## src/verilog/refmon_pkg.sv

```systemverilog
package refmon_pkg;
   localparam int ADDR_W = 4;
   localparam int DATA_W = 32;
   localparam int NUM_REFS = 2;
   localparam int NUM_PINS = 4;
   localparam int SRC_W = 3;
   localparam int WD_W = 16;
   localparam int DIV_W = 16;
   localparam int CNT_W = 32;
   // Register offsets (word index on the plain port)
   localparam logic [3:0] ADDR_CTRL = 4'h0;
   localparam logic [3:0] ADDR_STATUS = 4'h1;
   localparam logic [3:0] ADDR_EVENTS = 4'h2;
   localparam logic [3:0] ADDR_PIN_MAP = 4'h3;
   localparam logic [3:0] ADDR_LOSS_COUNT_A = 4'h4;
   localparam logic [3:0] ADDR_LOSS_COUNT_B = 4'h5;
   localparam logic [3:0] ADDR_DIVIDER_A = 4'h6;
   localparam logic [3:0] ADDR_DIVIDER_B = 4'h7;
   localparam logic [3:0] ADDR_LOW_A = 4'h8;
   localparam logic [3:0] ADDR_LOW_B = 4'h9;
   localparam logic [3:0] ADDR_HIGH_A = 4'ha;
   localparam logic [3:0] ADDR_HIGH_B = 4'hb;
   // Control register fields
   localparam int CTRL_LOSS_EN_POS = 0;
   localparam int CTRL_FREQ_EN_POS = 2;
   localparam int CTRL_AUTO_SEL_POS = 4;
   localparam int CTRL_OVERRIDE_POS = 5;
   localparam int CTRL_CHOICE_POS = 6;
   localparam int CTRL_W = 7;
   // Status and event fields
   localparam int STAT_LOSS_POS = 0;
   localparam int STAT_FREQ_POS = 2;
   localparam int STAT_ACTIVE_POS = 4;
   localparam int STAT_SM_POS = 5;
   localparam int STAT_HOLD_POS = 6;
   // Pin map source codes
   localparam logic [2:0] SRC_NONE = 3'h0;
   localparam logic [2:0] SRC_LOSS_A = 3'h1;
   localparam logic [2:0] SRC_LOSS_B = 3'h2;
   localparam logic [2:0] SRC_FREQ_A = 3'h3;
   localparam logic [2:0] SRC_FREQ_B = 3'h4;
   // Reset values
   localparam logic [CTRL_W-1:0] CTRL_RESET = 7'h00;
   localparam logic [11:0] PIN_MAP_RESET = 12'h000;
   localparam logic [15:0] LOSS_COUNT_RESET = 16'hffff;
   localparam logic [15:0] DIVIDER_RESET = 16'h0001;
   localparam logic [31:0] LOW_RESET = 32'h00000000;
   localparam logic [31:0] HIGH_RESET = 32'hffffffff;
   // Watchdog steps once every this many system clocks
   localparam int WD_TICK_CYCLES = 2;
endpackage

```

## src/verilog/reference_clock_monitor.sv

```systemverilog
// Summary of operation
// Separate enabled loss detector per reference
// Loss sets status and event flags
// Loss flags routable to status pins
// Reference rising edge restarts watchdog
// Terminal count reached means reference lost
// Sixteen-bit terminal count per reference
// Watchdog steps every two system clocks
// Loss flag follows watchdog, may chatter
// Software keeps terminal count at least three
// Software leaves margin for period variation
// Enabled frequency monitor sets status, event
// Frequency flags routable to four pins
// Divider, 32-bit counter, 32-bit comparator
// Divider and upper, lower limits programmable
// Software keeps limit spread twenty or more
// Automatic or manual selection by control bit
// Switch depends on pin, bits, holdover
// Pin input manual, output in automatic
// Override uses choice bit, pin unaffected
// Captured count outside limits flags frequency
// Event flags sticky until software clears
`timescale 1ns/100ps
module reference_clock_monitor
   import refmon_pkg::*;
#(
   parameter int LOSS_W = WD_W,
   parameter int DIVIDER_W = DIV_W,
   parameter int COUNT_W = CNT_W
) (
   input wire logic i_mclk,
   input wire logic i_rst,
   input wire logic [ADDR_W-1:0] i_addr,
   input wire logic [DATA_W-1:0] i_wdata,
   input wire logic i_wr,
   input wire logic i_rd,
   output logic [DATA_W-1:0] o_rdata,
   input wire logic i_first_reference_input,
   input wire logic i_second_reference_input,
   input wire logic i_reference_select_pin,
   input wire logic i_holdover,
   output logic o_reference_select_pin,
   output logic o_reference_select_oe_n,
   output logic o_active_reference,
   output logic [NUM_PINS-1:0] o_multipurpose_status_pins
);
   logic [CTRL_W-1:0] ctrl;
   logic [NUM_REFS-1:0] loss;
   logic [NUM_REFS-1:0] freq_out;
   logic [NUM_REFS-1:0] loss_event;
   logic [NUM_REFS-1:0] freq_event;
   logic [NUM_PINS*SRC_W-1:0] pin_map;
   logic [LOSS_W-1:0] loss_count [NUM_REFS];
   logic [DIVIDER_W-1:0] divider [NUM_REFS];
   logic [COUNT_W-1:0] low_limit [NUM_REFS];
   logic [COUNT_W-1:0] high_limit [NUM_REFS];
   logic tick;
   logic sel_sync1, sel_sync2;
   logic hold_sync1, hold_sync2;
   logic sm_choice;
   logic next_sm_choice;

   function automatic logic hit(input logic [ADDR_W-1:0] a, input logic [3:0] off);
      hit = (a == ADDR_W'(off));
   endfunction

   function automatic logic pick(input logic [SRC_W-1:0] src,
                                 input logic [NUM_REFS-1:0] l,
                                 input logic [NUM_REFS-1:0] f);
      case (src)
         SRC_LOSS_A: pick = l[0];
         SRC_LOSS_B: pick = l[1];
         SRC_FREQ_A: pick = f[0];
         SRC_FREQ_B: pick = f[1];
         default: pick = 1'b0;
      endcase
   endfunction

   wire ref_pin [NUM_REFS];
   assign ref_pin[0] = i_first_reference_input;
   assign ref_pin[1] = i_second_reference_input;

   wire auto_sel = ctrl[CTRL_AUTO_SEL_POS];
   wire override = ctrl[CTRL_OVERRIDE_POS];
   wire choice = ctrl[CTRL_CHOICE_POS];
   wire [NUM_REFS-1:0] loss_en = ctrl[CTRL_LOSS_EN_POS +: NUM_REFS];
   wire [NUM_REFS-1:0] freq_en = ctrl[CTRL_FREQ_EN_POS +: NUM_REFS];
   wire [NUM_REFS-1:0] ref_bad = loss | freq_out;

   wire wr_ctrl = i_wr & hit(i_addr, ADDR_CTRL);
   wire wr_events = i_wr & hit(i_addr, ADDR_EVENTS);
   wire wr_pin_map = i_wr & hit(i_addr, ADDR_PIN_MAP);
   wire [NUM_REFS-1:0] wr_loss_count;
   wire [NUM_REFS-1:0] wr_divider;
   wire [NUM_REFS-1:0] wr_low;
   wire [NUM_REFS-1:0] wr_high;
   assign wr_loss_count = {i_wr & hit(i_addr, ADDR_LOSS_COUNT_B),
                           i_wr & hit(i_addr, ADDR_LOSS_COUNT_A)};
   assign wr_divider = {i_wr & hit(i_addr, ADDR_DIVIDER_B),
                        i_wr & hit(i_addr, ADDR_DIVIDER_A)};
   assign wr_low = {i_wr & hit(i_addr, ADDR_LOW_B), i_wr & hit(i_addr, ADDR_LOW_A)};
   assign wr_high = {i_wr & hit(i_addr, ADDR_HIGH_B), i_wr & hit(i_addr, ADDR_HIGH_A)};

   // Event clear is write-one-to-clear; a new event in the same cycle wins
   wire [NUM_REFS-1:0] loss_clr = wr_events ? i_wdata[STAT_LOSS_POS +: NUM_REFS] : '0;
   wire [NUM_REFS-1:0] freq_clr = wr_events ? i_wdata[STAT_FREQ_POS +: NUM_REFS] : '0;

   // Selection: holdover freezes the internal choice
   wire held = hold_sync2;
   wire sm_switch = ~held & ref_bad[sm_choice] & ~ref_bad[~sm_choice];
   wire auto_active = override ? choice : sm_choice;
   wire next_active = auto_sel ? auto_active : sel_sync2;

   wire [DATA_W-1:0] status_word;
   assign status_word = DATA_W'({held, sm_choice, o_active_reference, freq_out, loss});
   wire [DATA_W-1:0] event_word;
   assign event_word = DATA_W'({freq_event, loss_event});

   logic [DATA_W-1:0] rd_mux;
   always_comb begin
      rd_mux = '0;
      case (i_addr)
         ADDR_CTRL: rd_mux = DATA_W'(ctrl);
         ADDR_STATUS: rd_mux = status_word;
         ADDR_EVENTS: rd_mux = event_word;
         ADDR_PIN_MAP: rd_mux = DATA_W'(pin_map);
         ADDR_LOSS_COUNT_A: rd_mux = DATA_W'(loss_count[0]);
         ADDR_LOSS_COUNT_B: rd_mux = DATA_W'(loss_count[1]);
         ADDR_DIVIDER_A: rd_mux = DATA_W'(divider[0]);
         ADDR_DIVIDER_B: rd_mux = DATA_W'(divider[1]);
         ADDR_LOW_A: rd_mux = DATA_W'(low_limit[0]);
         ADDR_LOW_B: rd_mux = DATA_W'(low_limit[1]);
         ADDR_HIGH_A: rd_mux = DATA_W'(high_limit[0]);
         ADDR_HIGH_B: rd_mux = DATA_W'(high_limit[1]);
         default: rd_mux = '0;
      endcase
   end

   // Half-rate enable for the watchdogs
   always_ff @(posedge i_mclk or posedge i_rst) begin
      if (i_rst) begin
         tick <= 1'b0;
      end else begin
         tick <= ~tick;
      end
   end

   always_ff @(posedge i_mclk or posedge i_rst) begin
      if (i_rst) begin
         ctrl <= CTRL_RESET;
         pin_map <= PIN_MAP_RESET;
      end else begin
         if (wr_ctrl) begin
            ctrl <= i_wdata[CTRL_W-1:0];
         end
         if (wr_pin_map) begin
            pin_map <= i_wdata[NUM_PINS*SRC_W-1:0];
         end
      end
   end

   genvar g;
   generate
      for (g = 0; g < NUM_REFS; g++) begin : chan
         always_ff @(posedge i_mclk or posedge i_rst) begin
            if (i_rst) begin
               loss_count[g] <= LOSS_COUNT_RESET;
               divider[g] <= DIVIDER_RESET;
               low_limit[g] <= LOW_RESET;
               high_limit[g] <= HIGH_RESET;
            end else begin
               if (wr_loss_count[g]) begin
                  loss_count[g] <= i_wdata[LOSS_W-1:0];
               end
               if (wr_divider[g]) begin
                  divider[g] <= i_wdata[DIVIDER_W-1:0];
               end
               if (wr_low[g]) begin
                  low_limit[g] <= i_wdata[COUNT_W-1:0];
               end
               if (wr_high[g]) begin
                  high_limit[g] <= i_wdata[COUNT_W-1:0];
               end
            end
         end

         always_ff @(posedge i_mclk or posedge i_rst) begin
            if (i_rst) begin
               loss_event[g] <= 1'b0;
               freq_event[g] <= 1'b0;
            end else begin
               loss_event[g] <= loss[g] | (loss_event[g] & ~loss_clr[g]);
               freq_event[g] <= freq_out[g] | (freq_event[g] & ~freq_clr[g]);
            end
         end

         ref_channel #(
            .WDW(LOSS_W),
            .DVW(DIVIDER_W),
            .CW(COUNT_W)
         ) u_chan (
            .i_mclk(i_mclk),
            .i_rst(i_rst),
            .i_ref(ref_pin[g]),
            .i_tick(tick),
            .i_loss_en(loss_en[g]),
            .i_freq_en(freq_en[g]),
            .i_loss_count(loss_count[g]),
            .i_divider(divider[g]),
            .i_low(low_limit[g]),
            .i_high(high_limit[g]),
            .o_loss(loss[g]),
            .o_freq_out(freq_out[g])
         );
      end

      for (g = 0; g < NUM_PINS; g++) begin : pins
         always_ff @(posedge i_mclk or posedge i_rst) begin
            if (i_rst) begin
               o_multipurpose_status_pins[g] <= 1'b0;
            end else begin
               o_multipurpose_status_pins[g] <=
                  pick(pin_map[g*SRC_W +: SRC_W], loss, freq_out);
            end
         end
      end
   endgenerate

   // Pin inputs pass two flops before use
   always_ff @(posedge i_mclk or posedge i_rst) begin
      if (i_rst) begin
         sel_sync1 <= 1'b0;
         sel_sync2 <= 1'b0;
         hold_sync1 <= 1'b0;
         hold_sync2 <= 1'b0;
      end else begin
         sel_sync1 <= i_reference_select_pin;
         sel_sync2 <= sel_sync1;
         hold_sync1 <= i_holdover;
         hold_sync2 <= hold_sync1;
      end
   end

   // Minimal internal choice: leave a failed reference only for a healthy one
   always_comb begin
      next_sm_choice = sm_choice;
      if (sm_switch) begin
         next_sm_choice = ~sm_choice;
      end
   end

   always_ff @(posedge i_mclk or posedge i_rst) begin
      if (i_rst) begin
         sm_choice <= 1'b0;
         o_active_reference <= 1'b0;
         o_reference_select_pin <= 1'b0;
         o_reference_select_oe_n <= 1'b1;
      end else begin
         sm_choice <= next_sm_choice;
         // Holdover keeps the active reference where it is
         if (!held) begin
            o_active_reference <= next_active;
         end
         o_reference_select_pin <= sm_choice;
         o_reference_select_oe_n <= ~auto_sel;
      end
   end

   always_ff @(posedge i_mclk or posedge i_rst) begin
      if (i_rst) begin
         o_rdata <= '0;
      end else begin
         o_rdata <= i_rd ? rd_mux : '0;
      end
   end
endmodule

```

## src/verilog/ref_channel.sv

```systemverilog
`timescale 1ns/100ps
module ref_channel
   import refmon_pkg::*;
#(
   parameter int WDW = WD_W,
   parameter int DVW = DIV_W,
   parameter int CW = CNT_W
) (
   input wire logic i_mclk,
   input wire logic i_rst,
   input wire logic i_ref,
   input wire logic i_tick,
   input wire logic i_loss_en,
   input wire logic i_freq_en,
   input wire logic [WDW-1:0] i_loss_count,
   input wire logic [DVW-1:0] i_divider,
   input wire logic [CW-1:0] i_low,
   input wire logic [CW-1:0] i_high,
   output logic o_loss,
   output logic o_freq_out
);
   logic sync1, sync2, sync3;
   logic [WDW-1:0] wd_cnt;
   logic [DVW-1:0] div_cnt;
   logic [CW-1:0] per_cnt;
   logic primed;

   wire rise = sync2 & ~sync3;
   wire wd_full = (wd_cnt >= i_loss_count);
   wire [DVW-1:0] div_term = (i_divider == '0) ? DVW'(1) : i_divider;
   wire div_edge = rise & (div_cnt >= div_term - DVW'(1));
   wire per_max = &per_cnt;
   wire per_bad = (per_cnt < i_low) | (per_cnt > i_high);

   always_ff @(posedge i_mclk or posedge i_rst) begin
      if (i_rst) begin
         sync1 <= 1'b0;
         sync2 <= 1'b0;
         sync3 <= 1'b0;
      end else begin
         sync1 <= i_ref;
         sync2 <= sync1;
         sync3 <= sync2;
      end
   end

   // Loss watchdog, steps at half the system rate
   always_ff @(posedge i_mclk or posedge i_rst) begin
      if (i_rst) begin
         wd_cnt <= '0;
      end else if (!i_loss_en || rise) begin
         wd_cnt <= '0;
      end else if (i_tick && !wd_full) begin
         wd_cnt <= wd_cnt + WDW'(1);
      end
   end

   // No hysteresis: the flag tracks the timer, so it may chatter near the bound
   always_ff @(posedge i_mclk or posedge i_rst) begin
      if (i_rst) begin
         o_loss <= 1'b0;
      end else begin
         o_loss <= i_loss_en & wd_full & ~rise;
      end
   end

   // Frequency monitor: divider, period counter, comparator
   always_ff @(posedge i_mclk or posedge i_rst) begin
      if (i_rst) begin
         div_cnt <= '0;
         per_cnt <= '0;
         primed <= 1'b0;
         o_freq_out <= 1'b0;
      end else if (!i_freq_en) begin
         div_cnt <= '0;
         per_cnt <= '0;
         primed <= 1'b0;
         o_freq_out <= 1'b0;
      end else begin
         if (rise) begin
            div_cnt <= div_edge ? '0 : div_cnt + DVW'(1);
         end
         if (div_edge) begin
            per_cnt <= '0;
            primed <= 1'b1;
            // First window after enable is partial, so it is not judged
            if (primed) begin
               o_freq_out <= per_bad;
            end
         end else begin
            if (!per_max) begin
               per_cnt <= per_cnt + CW'(1);
            end
            // A missing edge would otherwise never be judged
            if (primed && per_cnt > i_high) begin
               o_freq_out <= 1'b1;
            end
         end
      end
   end
endmodule

```

## config.mk

```make
export PLATFORM = sky130hd
export DESIGN_NAME = reference_clock_monitor
export DESIGN_NICKNAME = d
export VERILOG_FILES = /design/src/verilog/refmon_pkg.sv /design/src/verilog/reference_clock_monitor.sv /design/src/verilog/ref_channel.sv
export SDC_FILE = /design/constraint.sdc
export NUM_CORES = 1
export LEC_CHECK = 0
export ABC_CLOCK_PERIOD_IN_PS = 11900
export BUFFER_PORTS_ARGS = -buffer_cell sky130_fd_sc_hd__buf_2
export CAP_MARGIN = 20
export CORE_MARGIN = 2
export CORE_UTILIZATION = 57
export CTS_CLUSTER_SIZE = 20
export DETAILED_ROUTE_END_ITERATION = 12
export PLACE_DENSITY = 0.79
export SETUP_SLACK_MARGIN = 0.02
export SKIP_CTS_REPAIR_TIMING = 1
export SLEW_MARGIN = 20
export SYNTH_ARGS = -nofsm -noshare
export SYNTH_HDL_FRONTEND = slang
export SYNTH_SLANG_ARGS = --single-unit
```

## constraint.sdc

```tcl
create_clock -name i_mclk -period 11.9 [get_ports i_mclk]
set_input_delay 1.19 -clock i_mclk [delete_from_list [all_inputs] [get_ports i_mclk]]
set_output_delay 1.19 -clock i_mclk [all_outputs]
set_load 0.1 [all_outputs]
```

After elaboration in Yosys (flattened, before gate mapping)
Cells that the tools add are included.
{"block": "word_totals", "ff_bits": 400, "in_bits": 44, "out_inout_bits": 39}
{"block": "classes", "eq_ne": 37, "reduce_logical": 19, "addsub": 8, "mux": 44, "bitwise": 45, "n_lt_le_gt_ge": 10}
{"cell": "case mux 32 bit (12 select lines)", "count": 1}
{"cell": "two-way mux 32 bit", "count": 7}
{"cell": "two-way mux 16 bit", "count": 12}
{"cell": "adder 16 x 1 -> 16 bit (second input constant)", "count": 4}
{"cell": "adder 32 x 1 -> 32 bit (second input constant)", "count": 2}
{"cell": ">= comparator 16 bit", "count": 4}
{"cell": "greater-than comparator 32 bit", "count": 2}
{"cell": "less-than comparator 32 bit", "count": 2}
{"cell": "AND reduction 32 bit", "count": 2}
{"cell": "logical NOT 16 bit", "count": 2}
{"cell": "subtractor 16 x 1 -> 16 bit (second input constant)", "count": 2}
{"cell": "AND 1 bit", "count": 25}
{"cell": "equality test 3 x 2 -> 1 bit (second input constant)", "count": 8}
{"cell": "two-way mux 1 bit", "count": 18}
{"cell": "equality test 4 x 3 -> 1 bit (second input constant)", "count": 4}
{"cell": "equality test 4 bit (second input constant)", "count": 4}
{"cell": "case mux 1 bit (4 select lines)", "count": 4}
{"cell": "inverter 1 bit", "count": 13}
{"cell": "equality test 3 x 1 -> 1 bit (second input constant)", "count": 4}
{"cell": "equality test 3 bit (second input constant)", "count": 4}
{"cell": "inequality test 3 x 2 -> 1 bit (second input constant)", "count": 4}
{"cell": "equality test 4 x 2 -> 1 bit (second input constant)", "count": 2}
{"cell": "inequality test 2 x 1 -> 1 bit (second input constant)", "count": 4}
{"cell": "inequality test 3 x 1 -> 1 bit (second input constant)", "count": 2}
{"cell": "other kinds (11)", "count": 27}

Logic depth before layout (Yosys ltp)
Gate-level depths: netlist (run 1).
{"block": "depth", "depth_word": 8, "depth_mapped": 20, "mapped_depth_nobuf": 18}

Hierarchy
A second synthesis (run 1) with hierarchy kept.
{"block": "hier_totals", "hier_cells": 2278, "area_unflattened_um2": 23882.9}
{"module": "reference_clock_monitor", "area_each_um2": 11848.9, "seq_area_each_um2": 6630.1, "cells_per_inst": 837, "n_inst": 1}
{"module": "ref_channel at chan[0].u_chan", "area_each_um2": 6063.3, "seq_area_each_um2": 1751.7, "cells_per_inst": 729, "n_inst": 1}
{"module": "ref_channel at chan[1].u_chan", "area_each_um2": 5970.7, "seq_area_each_um2": 1751.7, "cells_per_inst": 712, "n_inst": 1}

Worst setup path before layout (run 1)
No wires, ideal clock.
{"block": "synth_timing", "path_type": "register to register", "start": "register divider[23] (netlist bit)", "end": "register chan[0].u_chan.div_cnt[0]", "n_path_buf": 1, "t_arrival_ps": 4060, "period_less_slack_ps": 4192, "stages_incl_launch_ff": 19, "setup_slack_ps": 7708, "t_required_ps": 11768, "setup_ps": 132, "cell_sequence": "dfrtp_1 > or4_1 > nor4_1 > nand2b_1 > nor3b_1 > a21oi_1 > ha_1 > nor3b_1 > nand2_1 > nor4_1 > xnor2_1 > ha_1 > nand2_1 > o21ai_0 > a21oi_1 > o31a_1 > o21ai_1 > clkbuf_1 > nor2_1"}
{"block": "synth_between", "elab_chain_cells": 8}
{"item": "from (decl)", "line": "reference_clock_monitor.sv:54", "text": "logic [DIVIDER_W-1:0] divider [NUM_REFS];"}
{"item": "from (signal, indexed assignment)", "line": "reference_clock_monitor.sv:176", "text": "divider[g] <= i_wdata[DIVIDER_W-1:0];"}
{"item": "logical NOT 16 bit", "line": "ref_channel.sv:30", "text": "wire [DVW-1:0] div_term = (i_divider == '0) ? DVW'(1) : i_divider;"}
{"item": "two-way mux 16 bit (*)", "line": "ref_channel.sv:30"}
{"item": "subtractor 16 x 1 -> 16 bit (*)", "line": "ref_channel.sv:31", "text": "wire div_edge = rise & (div_cnt >= div_term - DVW'(1));"}
{"item": ">= comparator 16 bit (*)", "line": "ref_channel.sv:31"}
{"item": "AND 1 bit (*)", "line": "ref_channel.sv:31"}
{"item": "two-way mux 16 bit (*)", "line": "ref_channel.sv:81", "text": "div_cnt <= div_edge ? '0 : div_cnt + DVW'(1);"}
{"item": "two-way mux 16 bit (*)", "line": "ref_channel.sv:80", "text": "if (rise) begin"}
{"item": "two-way mux 16 bit (*)", "line": "ref_channel.sv:74", "text": "end else if (!i_freq_en) begin"}
{"item": "to (signal assigned)", "line": "ref_channel.sv:81"}
{"item": "to (decl)", "line": "ref_channel.sv:24", "text": "logic [DVW-1:0] div_cnt;"}
Mark *: on every way between the ends. The rest lies on a longest branch, timed or not. The select of a mux whose other input is x is not followed.
A chain may end at the register's enable or synchronous reset.

Final worst setup path (run 1)
{"block": "layout_timing", "start": "register divider[23] (netlist bit)", "end": "register chan[0].u_chan.per_cnt[30]"}
{"block": "layout_between", "elab_chain_cells": 7, "elab_cells_between_ends": 8}
{"item": "logical NOT 16 bit", "line": "ref_channel.sv:30"}
{"item": "two-way mux 16 bit (*)", "line": "ref_channel.sv:30"}
{"item": "subtractor 16 x 1 -> 16 bit (*)", "line": "ref_channel.sv:31"}
{"item": ">= comparator 16 bit (*)", "line": "ref_channel.sv:31"}
{"item": "AND 1 bit (*)", "line": "ref_channel.sv:31"}
{"item": "two-way mux 32 bit", "line": "ref_channel.sv:83", "text": "if (div_edge) begin"}
{"item": "two-way mux 32 bit", "line": "ref_channel.sv:74"}
{"item": "to (signal assigned)", "line": "ref_channel.sv:92", "text": "per_cnt <= per_cnt + CW'(1);"}
{"item": "to (decl)", "line": "ref_channel.sv:25", "text": "logic [CW-1:0] per_cnt;"}
Mark *: on every way between the ends. The rest lies on a longest branch, timed or not.

==> results of run 1 <==
## state kept, by name, indices dropped and copies added, names as in the netlist, 4 cells and up
name	cells
ctrl	7
o_multipurpose_status_pins	4
divider	32
pin_map	12
chan.u_chan.div_cnt	32
chan.u_chan.wd_cnt	32
low_limit	64
o_rdata	32
event_word	4
high_limit	64
loss_count	32
chan.u_chan.per_cnt	64
## logic make-up (layout without fill, tap and decap cells)
| kind of cell | Yosys count | after routing | synth area share, % |
|---|---|---|---|
| adders and majority gates | 198 | 198 | 11.0 |
| buffers and inverters | 258 | 367 | 4.36 |
| DFF | 400 | 400 | 44.8 |
| other | 0 | 2 | 0 |
| AOI/OAI and AO/OA | 355 | 355 | 10.6 |
| xor gates and xnor gates | 129 | 129 | 5.00 |
| muxes | 222 | 222 | 11.0 |
| and+or+nand+nor | 607 | 607 | 13.2 |
## worst paths after layout
check / end / cells after the start
min in group asynchronous: chan[1].u_chan.div_cnt[3]$_DFFE_PP0P_ / 2
max in group asynchronous: low_limit[63]$_DFFE_PP0P_ / 4
min: chan[1].u_chan.sync2$_DFF_PP0_ / 0
max: chan[0].u_chan.per_cnt[30]$_DFFE_PP0P_ / 18
min reg2reg: chan[1].u_chan.sync2$_DFF_PP0_ / 0
max reg2reg: chan[0].u_chan.per_cnt[30]$_DFFE_PP0P_ / 18
## cells in the final DEF (no fill, tap or decap), types with 44 or more instances in the layout
cell,netlist,layout
sky130_fd_sc_hd__dfstp_2,99,99
sky130_fd_sc_hd__a22oi_1,48,48
sky130_fd_sc_hd__xor2_1,56,56
sky130_fd_sc_hd__nand3_1,62,62
sky130_fd_sc_hd__nand4_1,52,52
sky130_fd_sc_hd__mux2_2,114,114
sky130_fd_sc_hd__nor2_1,187,184
sky130_fd_sc_hd__xnor2_1,73,73
sky130_fd_sc_hd__buf_2,1,82
sky130_fd_sc_hd__a21oi_1,103,103
sky130_fd_sc_hd__ha_1,198,198
sky130_fd_sc_hd__inv_1,182,181
sky130_fd_sc_hd__clkbuf_16,0,44
sky130_fd_sc_hd__nand2_1,130,130
sky130_fd_sc_hd__dfrtp_1,301,301
sky130_fd_sc_hd__mux2_1,97,97
## final cells by class
| cell class | instances | area (um^2) | area share, % |
|---|---|---|---|
| multi-input combinational | 1511 | 11500 | 45.8 |
| sequential | 400 | 10100 | 40.3 |
| clock buffer | 63 | 1290 | 5.14 |
| inverter | 182 | 687 | 2.73 |
| tap | 518 | 648 | 2.58 |
| timing repair buffer | 103 | 601 | 2.39 |
| clock inverter | 19 | 255 | 1.02 |
| antenna | 2 | 5.00 | 0.0199 |
## worst max-delay path: stages (launching register included)
cell                       delay (ns)
sky130_fd_sc_hd__dfrtp_1         0.47
sky130_fd_sc_hd__or4_1           0.63
sky130_fd_sc_hd__nor4_1          0.28
sky130_fd_sc_hd__nand2b_1        0.13
sky130_fd_sc_hd__nor3b_1         0.35
sky130_fd_sc_hd__a21oi_1         0.16
sky130_fd_sc_hd__ha_1            0.24
sky130_fd_sc_hd__nor3b_1         0.20
sky130_fd_sc_hd__nand2_1         0.15
sky130_fd_sc_hd__nor4_1          0.08
sky130_fd_sc_hd__xnor2_1         0.14
sky130_fd_sc_hd__ha_1            0.28
sky130_fd_sc_hd__nand2_1         0.06
sky130_fd_sc_hd__o21ai_0         0.19
sky130_fd_sc_hd__a21oi_1         0.07
sky130_fd_sc_hd__o31a_1          0.37
sky130_fd_sc_hd__o21ai_2         0.32
sky130_fd_sc_hd__buf_4           0.43
sky130_fd_sc_hd__nor3_1          0.12
## where the power goes
part	leakage (nW)	internal (mW)	switching [mW]	total (mW)
registers	4.99	1.61	0.249	1.86
logic	5.72	0.308	0.459	0.767
clock network	0.764	0.869	0.581	1.45
## per-layer routing
metal | up-vias | GRT usage, % | part of all wire, %
met5 | - | 0 | 0
met4 | 0 | 11.0 | 3.6
met3 | 168 | 6.15 | 8.3
met2 | 730 | 48.2 | 47
met1 | 8720 | 41.4 | 42
li1 | 7927 | - | -
==> results.txt, run 1 <==
----------------------------------------------------
[Clock network]
  Worst-path clk slew ... 0.06 ns
  CTS max path bufs ... 3
  TritonCTS clock tree ... done
  TritonCTS Buffers ... 44
  Sinks on Clock Net ... 400
  Number of H-tree branching levels ... 2
  Later-pin clock latency in the skew report ... 0.59 ns
  Cell chosen for the clock root ... sky130_fd_sc_hd__clkbuf_16

[Critical path]
  Worst Path Max Fanout ... 39
  Internal reg-to-reg setup slack ... 7.06 ns
  Critical Path Sink Type ... flop
  Critical path class ... flop to flop
  Origin of the worst setup path ... divider[23]$_DFFE_PP0P_
  Arrival @ worst endpoint ... 5.29 ns
  Launch point of the worst reg-to-reg path ... divider[23]$_DFFE_PP0P_
  Kind of start point of the critical path ... flop
  WP data required ... 12.35 ns

[Cells and area]
  Post-route non-filler standard cell count ... 2798
  Syn-to-layout area delta ... 11.2%
  Proportion of layout cells with a drive suffix above 1 ... 17.7%
  Count of filler cells inserted in the layout ... 3001
  Final core utilization ... 64.6%
  Total Nets Final ... 2484
  Final non-filler cell area ... 25100 um^2

[STA]
  Number of endpoints failing setup at the final stage ... 0
  Max Slew Vio Count ... 0
  Setup Skew ... 0.0180 ns
  Post-layout min period ... 4.84 ns
  Sum Neg Setup Slack ... 0 ns
  Final Hold Slack ... 0.349 ns
  Unrepaired setup endpoints after global routing ... no
  Hold Fails Final Rpt ... 0
  Worst setup slack after layout ... 7.06 ns
  Actual transition at the worst max-transition pin ... 0.999 ns
  Slew HR ... 32.9%
  Part of the cycle the worst path needs ... 40.7%
  F_max ... 0.207 GHz

[Power]
  Overall power consumption ... 4.08 mW
  Worst vdd ir ... 0.000132 V
  Power per Cell Area ... 162 nW/um^2
  Leakage power ... 11.5 nW

[Worst hold path]
  Worst hold-check path type ... flop to flop
  Start point of the worst hold path ... chan[1].u_chan.sync1$_DFF_PP0_

[Placed design]
  Post-DP Area ... 23500 um^2
  Post-Place Worst Slack ... 7.16 ns
  Number of instances in the placed design ... 2713
  Port-buffer cells ... 82
  GPL Wtd Cong ... 0.958
  Half-perimeter wire length after placement ... 44.5 mm

[Drt]
  Average wire length per cell after detail routing ... 22.0 um
  Vias per cell ... 6.27
  Number of nets with antenna violations after routing ... 0
  Count of vias placed by the detailed router ... 17500
  Iteration-0 DRC count of the detailed router ... 1466
  Routed Wire Length ... 61.5 mm
  Drc violations ... 0
  Initial DRT Pass Iterations ... 7

[GRT]
  Vias in the first global route ... 17500
  Initial antenna violation count ... 3
  Grt total ovfl ... 0
  Overall global routing resource usage ... 30.3%
  Pin count of the biggest net entering global routing ... 186
  First-pass GRT wire length ... 97.6 mm

[Floorplanning]
  FP Rows ... 72
  Effective utilization at floorplan ... 58.1%
  Number of top-level pins ... 83
  Total core area ... 38900 um^2
  Die height ... 203 um
  Full die area ... 41200 um^2
  Horizontal die dimension ... 203 um

[Logic synthesis]
  Post-synth net total ... 2411
  Syn Area/Cell ... 10.4 um^2
  Top-area cell type share of the netlist area ... 33.3%
  Post-synthesis instance area ... 22600 um^2
  Gate Count Post-Synth ... 2169
  Most frequently used flop master after synthesis ... sky130_fd_sc_hd__dfrtp_1
  EDFF count, synth ... 0
  Cell accounting for the most synthesized area ... sky130_fd_sc_hd__dfrtp_1
  Cell types with the largest area share after synthesis ... sky130_fd_sc_hd__dfrtp_1, sky130_fd_sc_hd__dfstp_2, sky130_fd_sc_hd__ha_1
  Seq/Total Area, Yosys ... 44.8%
  Async set-or-reset flop fraction in the synthesized netlist ... 100%
  Number of warning messages in the yosys log ... 0
  Number of flip-flops and latches in the synthesized netlist ... 400
  Synth top cells by count ... sky130_fd_sc_hd__dfrtp_1, sky130_fd_sc_hd__ha_1, sky130_fd_sc_hd__nor2_1
  Most frequent cell after synthesis ... sky130_fd_sc_hd__dfrtp_1
  Number of distinct library cells after synthesis ... 65

[Job]
  Max_cap viols ... 0

[Status]
  Outcome ... complete, no violations

----------------------------------------------------
(Power assumes the default switching activity.)
==> inputs of run 2 (changes only) <==
--- a/config.mk
+++ b/config.mk
@@ -5,7 +5,8 @@
 export SDC_FILE = /design/constraint.sdc
 export NUM_CORES = 1
 export LEC_CHECK = 0
-export ABC_CLOCK_PERIOD_IN_PS = 11900
+export ABC_AREA = 1
+export ABC_CLOCK_PERIOD_IN_PS = 4100
 export BUFFER_PORTS_ARGS = -buffer_cell sky130_fd_sc_hd__buf_2
 export CAP_MARGIN = 20
 export CORE_MARGIN = 2
==> constraint.sdc (replaced) <==
create_clock -name i_mclk -period 4.1 [get_ports i_mclk]
set_input_delay 0.41 -clock i_mclk [delete_from_list [all_inputs] [get_ports i_mclk]]
set_output_delay 0.41 -clock i_mclk [all_outputs]
set_load 0.1 [all_outputs]
==> results.txt, run 2 <==
----------------------------------------------------
[Logic synthesis]
  EDFF count, synth ... 0
  Most frequent cell after synthesis ... sky130_fd_sc_hd__nand2_1
  Top-area cell type share of the netlist area ... 31.9%
  Syn Area/Cell ... 8.11 um^2
  Number of flip-flops and latches in the synthesized netlist ... 400
  Post-synthesis instance area ... 23600 um^2
  Number of distinct library cells after synthesis ... 57
  Seq/Total Area, Yosys ... 42.9%
  Async set-or-reset flop fraction in the synthesized netlist ... 100%
  Cell types with the largest area share after synthesis ... sky130_fd_sc_hd__dfrtp_1, sky130_fd_sc_hd__dfstp_2, sky130_fd_sc_hd__ha_1
  Cell accounting for the most synthesized area ... sky130_fd_sc_hd__dfrtp_1
  Synth top cells by count ... sky130_fd_sc_hd__nand2_1, sky130_fd_sc_hd__inv_1, sky130_fd_sc_hd__dfrtp_1
  Post-synth net total ... 3156
  Most frequently used flop master after synthesis ... sky130_fd_sc_hd__dfrtp_1
  Gate Count Post-Synth ... 2914
  Number of warning messages in the yosys log ... 0

[GRT]
  First-pass GRT wire length ... 113 mm
  Overall global routing resource usage ... 33.3%
  Initial antenna violation count ... 1
  Grt total ovfl ... 0
  Pin count of the biggest net entering global routing ... 107
  Vias in the first global route ... 20700

[Floorplanning]
  FP Rows ... 74
  Horizontal die dimension ... 208 um
  Effective utilization at floorplan ... 57.8%
  Full die area ... 43100 um^2
  Die height ... 208 um
  Total core area ... 40900 um^2
  Number of top-level pins ... 83

[Placed design]
  Number of instances in the placed design ... 3477
  Post-Place Worst Slack ... 0.265 ns
  Port-buffer cells ... 82
  GPL Wtd Cong ... 0.950
  Post-DP Area ... 24700 um^2
  Half-perimeter wire length after placement ... 53.0 mm

[Cells and area]
  Leading cell type in the layout, fill and taps excluded ... sky130_fd_sc_hd__nand2_1
  Proportion of layout cells with a drive suffix above 1 ... 11.2%
  Syn-to-layout area delta ... 11.0%
  Post-route non-filler standard cell count ... 3564
  Biggest regs ... chan.u_chan.per_cnt (64), high_limit (64), low_limit (64)
  Final core utilization ... 64.1%
  Antenna diodes ... 0
  Count of filler cells inserted in the layout ... 3482
  Total Nets Final ... 3240
  Most frequent cells in the layout ... sky130_fd_sc_hd__nand2_1, sky130_fd_sc_hd__inv_1, sky130_fd_sc_hd__dfrtp_1
  Final non-filler cell area ... 26200 um^2

[Status]
  Outcome ... complete, no violations

[Drt]
  Number of nets with antenna violations after routing ... 0
  Iteration-0 DRC count of the detailed router ... 1993
  Routed Wire Length ... 71.9 mm
  Count of vias placed by the detailed router ... 21100
  Drc violations ... 0
  Average wire length per cell after detail routing ... 20.2 um
  Vias per cell ... 5.91
  Initial DRT Pass Iterations ... 5

[Critical path]
  Family with the most delay on the worst path ... simple AND/OR/NAND/NOR gates
  CP Buf/Inv Count ... 6
  Critical Path Sink Type ... flop
  Slowest stage cell, crit path ... sky130_fd_sc_hd__dfstp_2
  CP peak stage delay ... 0.53 ns
  Arrival @ worst endpoint ... 4.17 ns
  Worst Path Max Fanout ... 25
  Most Frequent Cell on Critical Path ... sky130_fd_sc_hd__nand2_1
  Kind of start point of the critical path ... flop
  WP data required ... 4.56 ns
  Critical path class ... flop to flop

[Power]
  Switching pwr ... 3.92 mW
  Share of total power consumed by net switching ... 33.2%
  Worst vdd ir ... 0.000342 V
  Power per Cell Area ... 451 nW/um^2
  Portion of total power attributed to the clock network ... 35.6%
  Internal cell power ... 7.90 mW
  Share of power burned in combinational logic ... 21.8%
  Fraction of power consumed by sequential logic ... 42.6%
  Overall power consumption ... 11.8 mW
  Leakage power ... 12.6 nW

[STA]
  Post-layout min period ... 3.71 ns
  Number of endpoints failing setup at the final stage ... 0
  Max Slew Vio Count ... 0
  Slew HR ... 26.4%
  Part of the cycle the worst path needs ... 90.6%
  Unrepaired setup endpoints after global routing ... no
  F_max ... 0.269 GHz
  Sum Neg Setup Slack ... 0 ns
  Final Hold Slack ... 0.118 ns
  Setup Skew ... 0.0136 ns
  Hold Fails Final Rpt ... 0
  Actual transition at the worst max-transition pin ... 1.10 ns
  Worst setup slack after layout ... 0.386 ns

[Clock network]
  Cell chosen for the clock root ... sky130_fd_sc_hd__clkbuf_16
  CTS max path bufs ... 3
  TritonCTS clock tree ... done
  Later-pin clock latency in the skew report ... 0.58 ns
  Sinks on Clock Net ... 400
  Worst-path clk slew ... 0.07 ns
  TritonCTS Buffers ... 44
  Number of H-tree branching levels ... 2

[Worst hold path]
  Worst hold-check path type ... primary input to flop

[Job]
  Max_cap viols ... 0

----------------------------------------------------
## run 2: cell type report
cell class              count  area, um^2  area share, %
repair buffers            115         733           2.79
flip-flops and latches    400       10100           38.6
well taps                 532         666           2.54
multi-input cells        2035       11700           44.5
clock buffers              62        1260           4.81
inverters                 402        1520           5.80
clock inverters            18         245          0.935
## run 2: worst register-to-register path, stage by stage (launching register included)
cell and delay (ns):
sky130_fd_sc_hd__dfstp_2 0.53, sky130_fd_sc_hd__inv_1 0.08, sky130_fd_sc_hd__nand3_1 0.13, sky130_fd_sc_hd__nor2_1 0.06
sky130_fd_sc_hd__nand2_1 0.08, sky130_fd_sc_hd__nand2_1 0.09, sky130_fd_sc_hd__inv_1 0.13, sky130_fd_sc_hd__ha_1 0.23
sky130_fd_sc_hd__nand2_1 0.11, sky130_fd_sc_hd__nor2_2 0.19, sky130_fd_sc_hd__nand3_1 0.15, sky130_fd_sc_hd__nor3_1 0.20
sky130_fd_sc_hd__xor2_1 0.18, sky130_fd_sc_hd__inv_1 0.06, sky130_fd_sc_hd__ha_1 0.29, sky130_fd_sc_hd__nand4_1 0.11
sky130_fd_sc_hd__nor2_1 0.11, sky130_fd_sc_hd__nand2_1 0.06, sky130_fd_sc_hd__inv_1 0.05, sky130_fd_sc_hd__nand2_1 0.07
sky130_fd_sc_hd__nand2_1 0.11, sky130_fd_sc_hd__a21oi_4 0.07, sky130_fd_sc_hd__inv_4 0.15, sky130_fd_sc_hd__buf_12 0.19
sky130_fd_sc_hd__a21oi_1 0.06, sky130_fd_sc_hd__o21a_1 0.12
## run 2: power by group through the flow
| stage | sequential (mW) | clock [mW] | combinational (mW) |
|---|---|---|---|
| after floorplan | 5.17 | 0 | 1.58 |
| after global placement | 5.06 | 0 | 2.44 |
| after detailed placement | 5.08 | 0 | 2.53 |
| after CTS | 5.02 | 4.24 | 2.55 |
| after global routing | 5.09 | 4.40 | 2.88 |
| final | 5.04 | 4.21 | 2.57 |
## run 2: per-layer routing
layer / vias to the layer above / wire (um) / GRT usage (%)
met5: - / 0 / 0
met4: 0 / 3950 / 17.0
met3: 210 / 4900 / 4.75
met2: 881 / 33700 / 54.5
met1: 10100 / 29400 / 43.4
li1: 9871 / - / -
## run 2: logic make-up (layout without fill, tap and decap cells)
group / after synthesis / after routing / share of synthesized area, %
compound gates: 591 / 591 / 14.3
xor+xnor: 92 / 92 / 3.41
fa+ha+maj: 198 / 198 / 10.5
buf+inv: 479 / 597 / 7.79
flops: 400 / 400 / 42.9
simple gates: 1154 / 1154 / 21.2
## run 2: path summary, 6_finish.rpt
kind,from,to,slack (ns),depth (start not counted)
max,divider[16]$_DFFE_PP1P_,chan[0].u_chan.per_cnt[26]$_DFFE_PP0P_,0.39,25
min,i_wdata[28],high_limit[28]$_DFFE_PP1P_,0.12,3
max reg2reg,divider[16]$_DFFE_PP1P_,chan[0].u_chan.per_cnt[26]$_DFFE_PP0P_,0.39,25
min reg2reg,sel_sync1$_DFF_PP0_,sel_sync2$_DFF_PP0_,0.34,0
max in group asynchronous,i_rst,pin_map[4]$_DFFE_PP0P_,2.67,4
min in group asynchronous,i_rst,chan[0].u_chan.per_cnt[27]$_DFFE_PP0P_,0.46,3
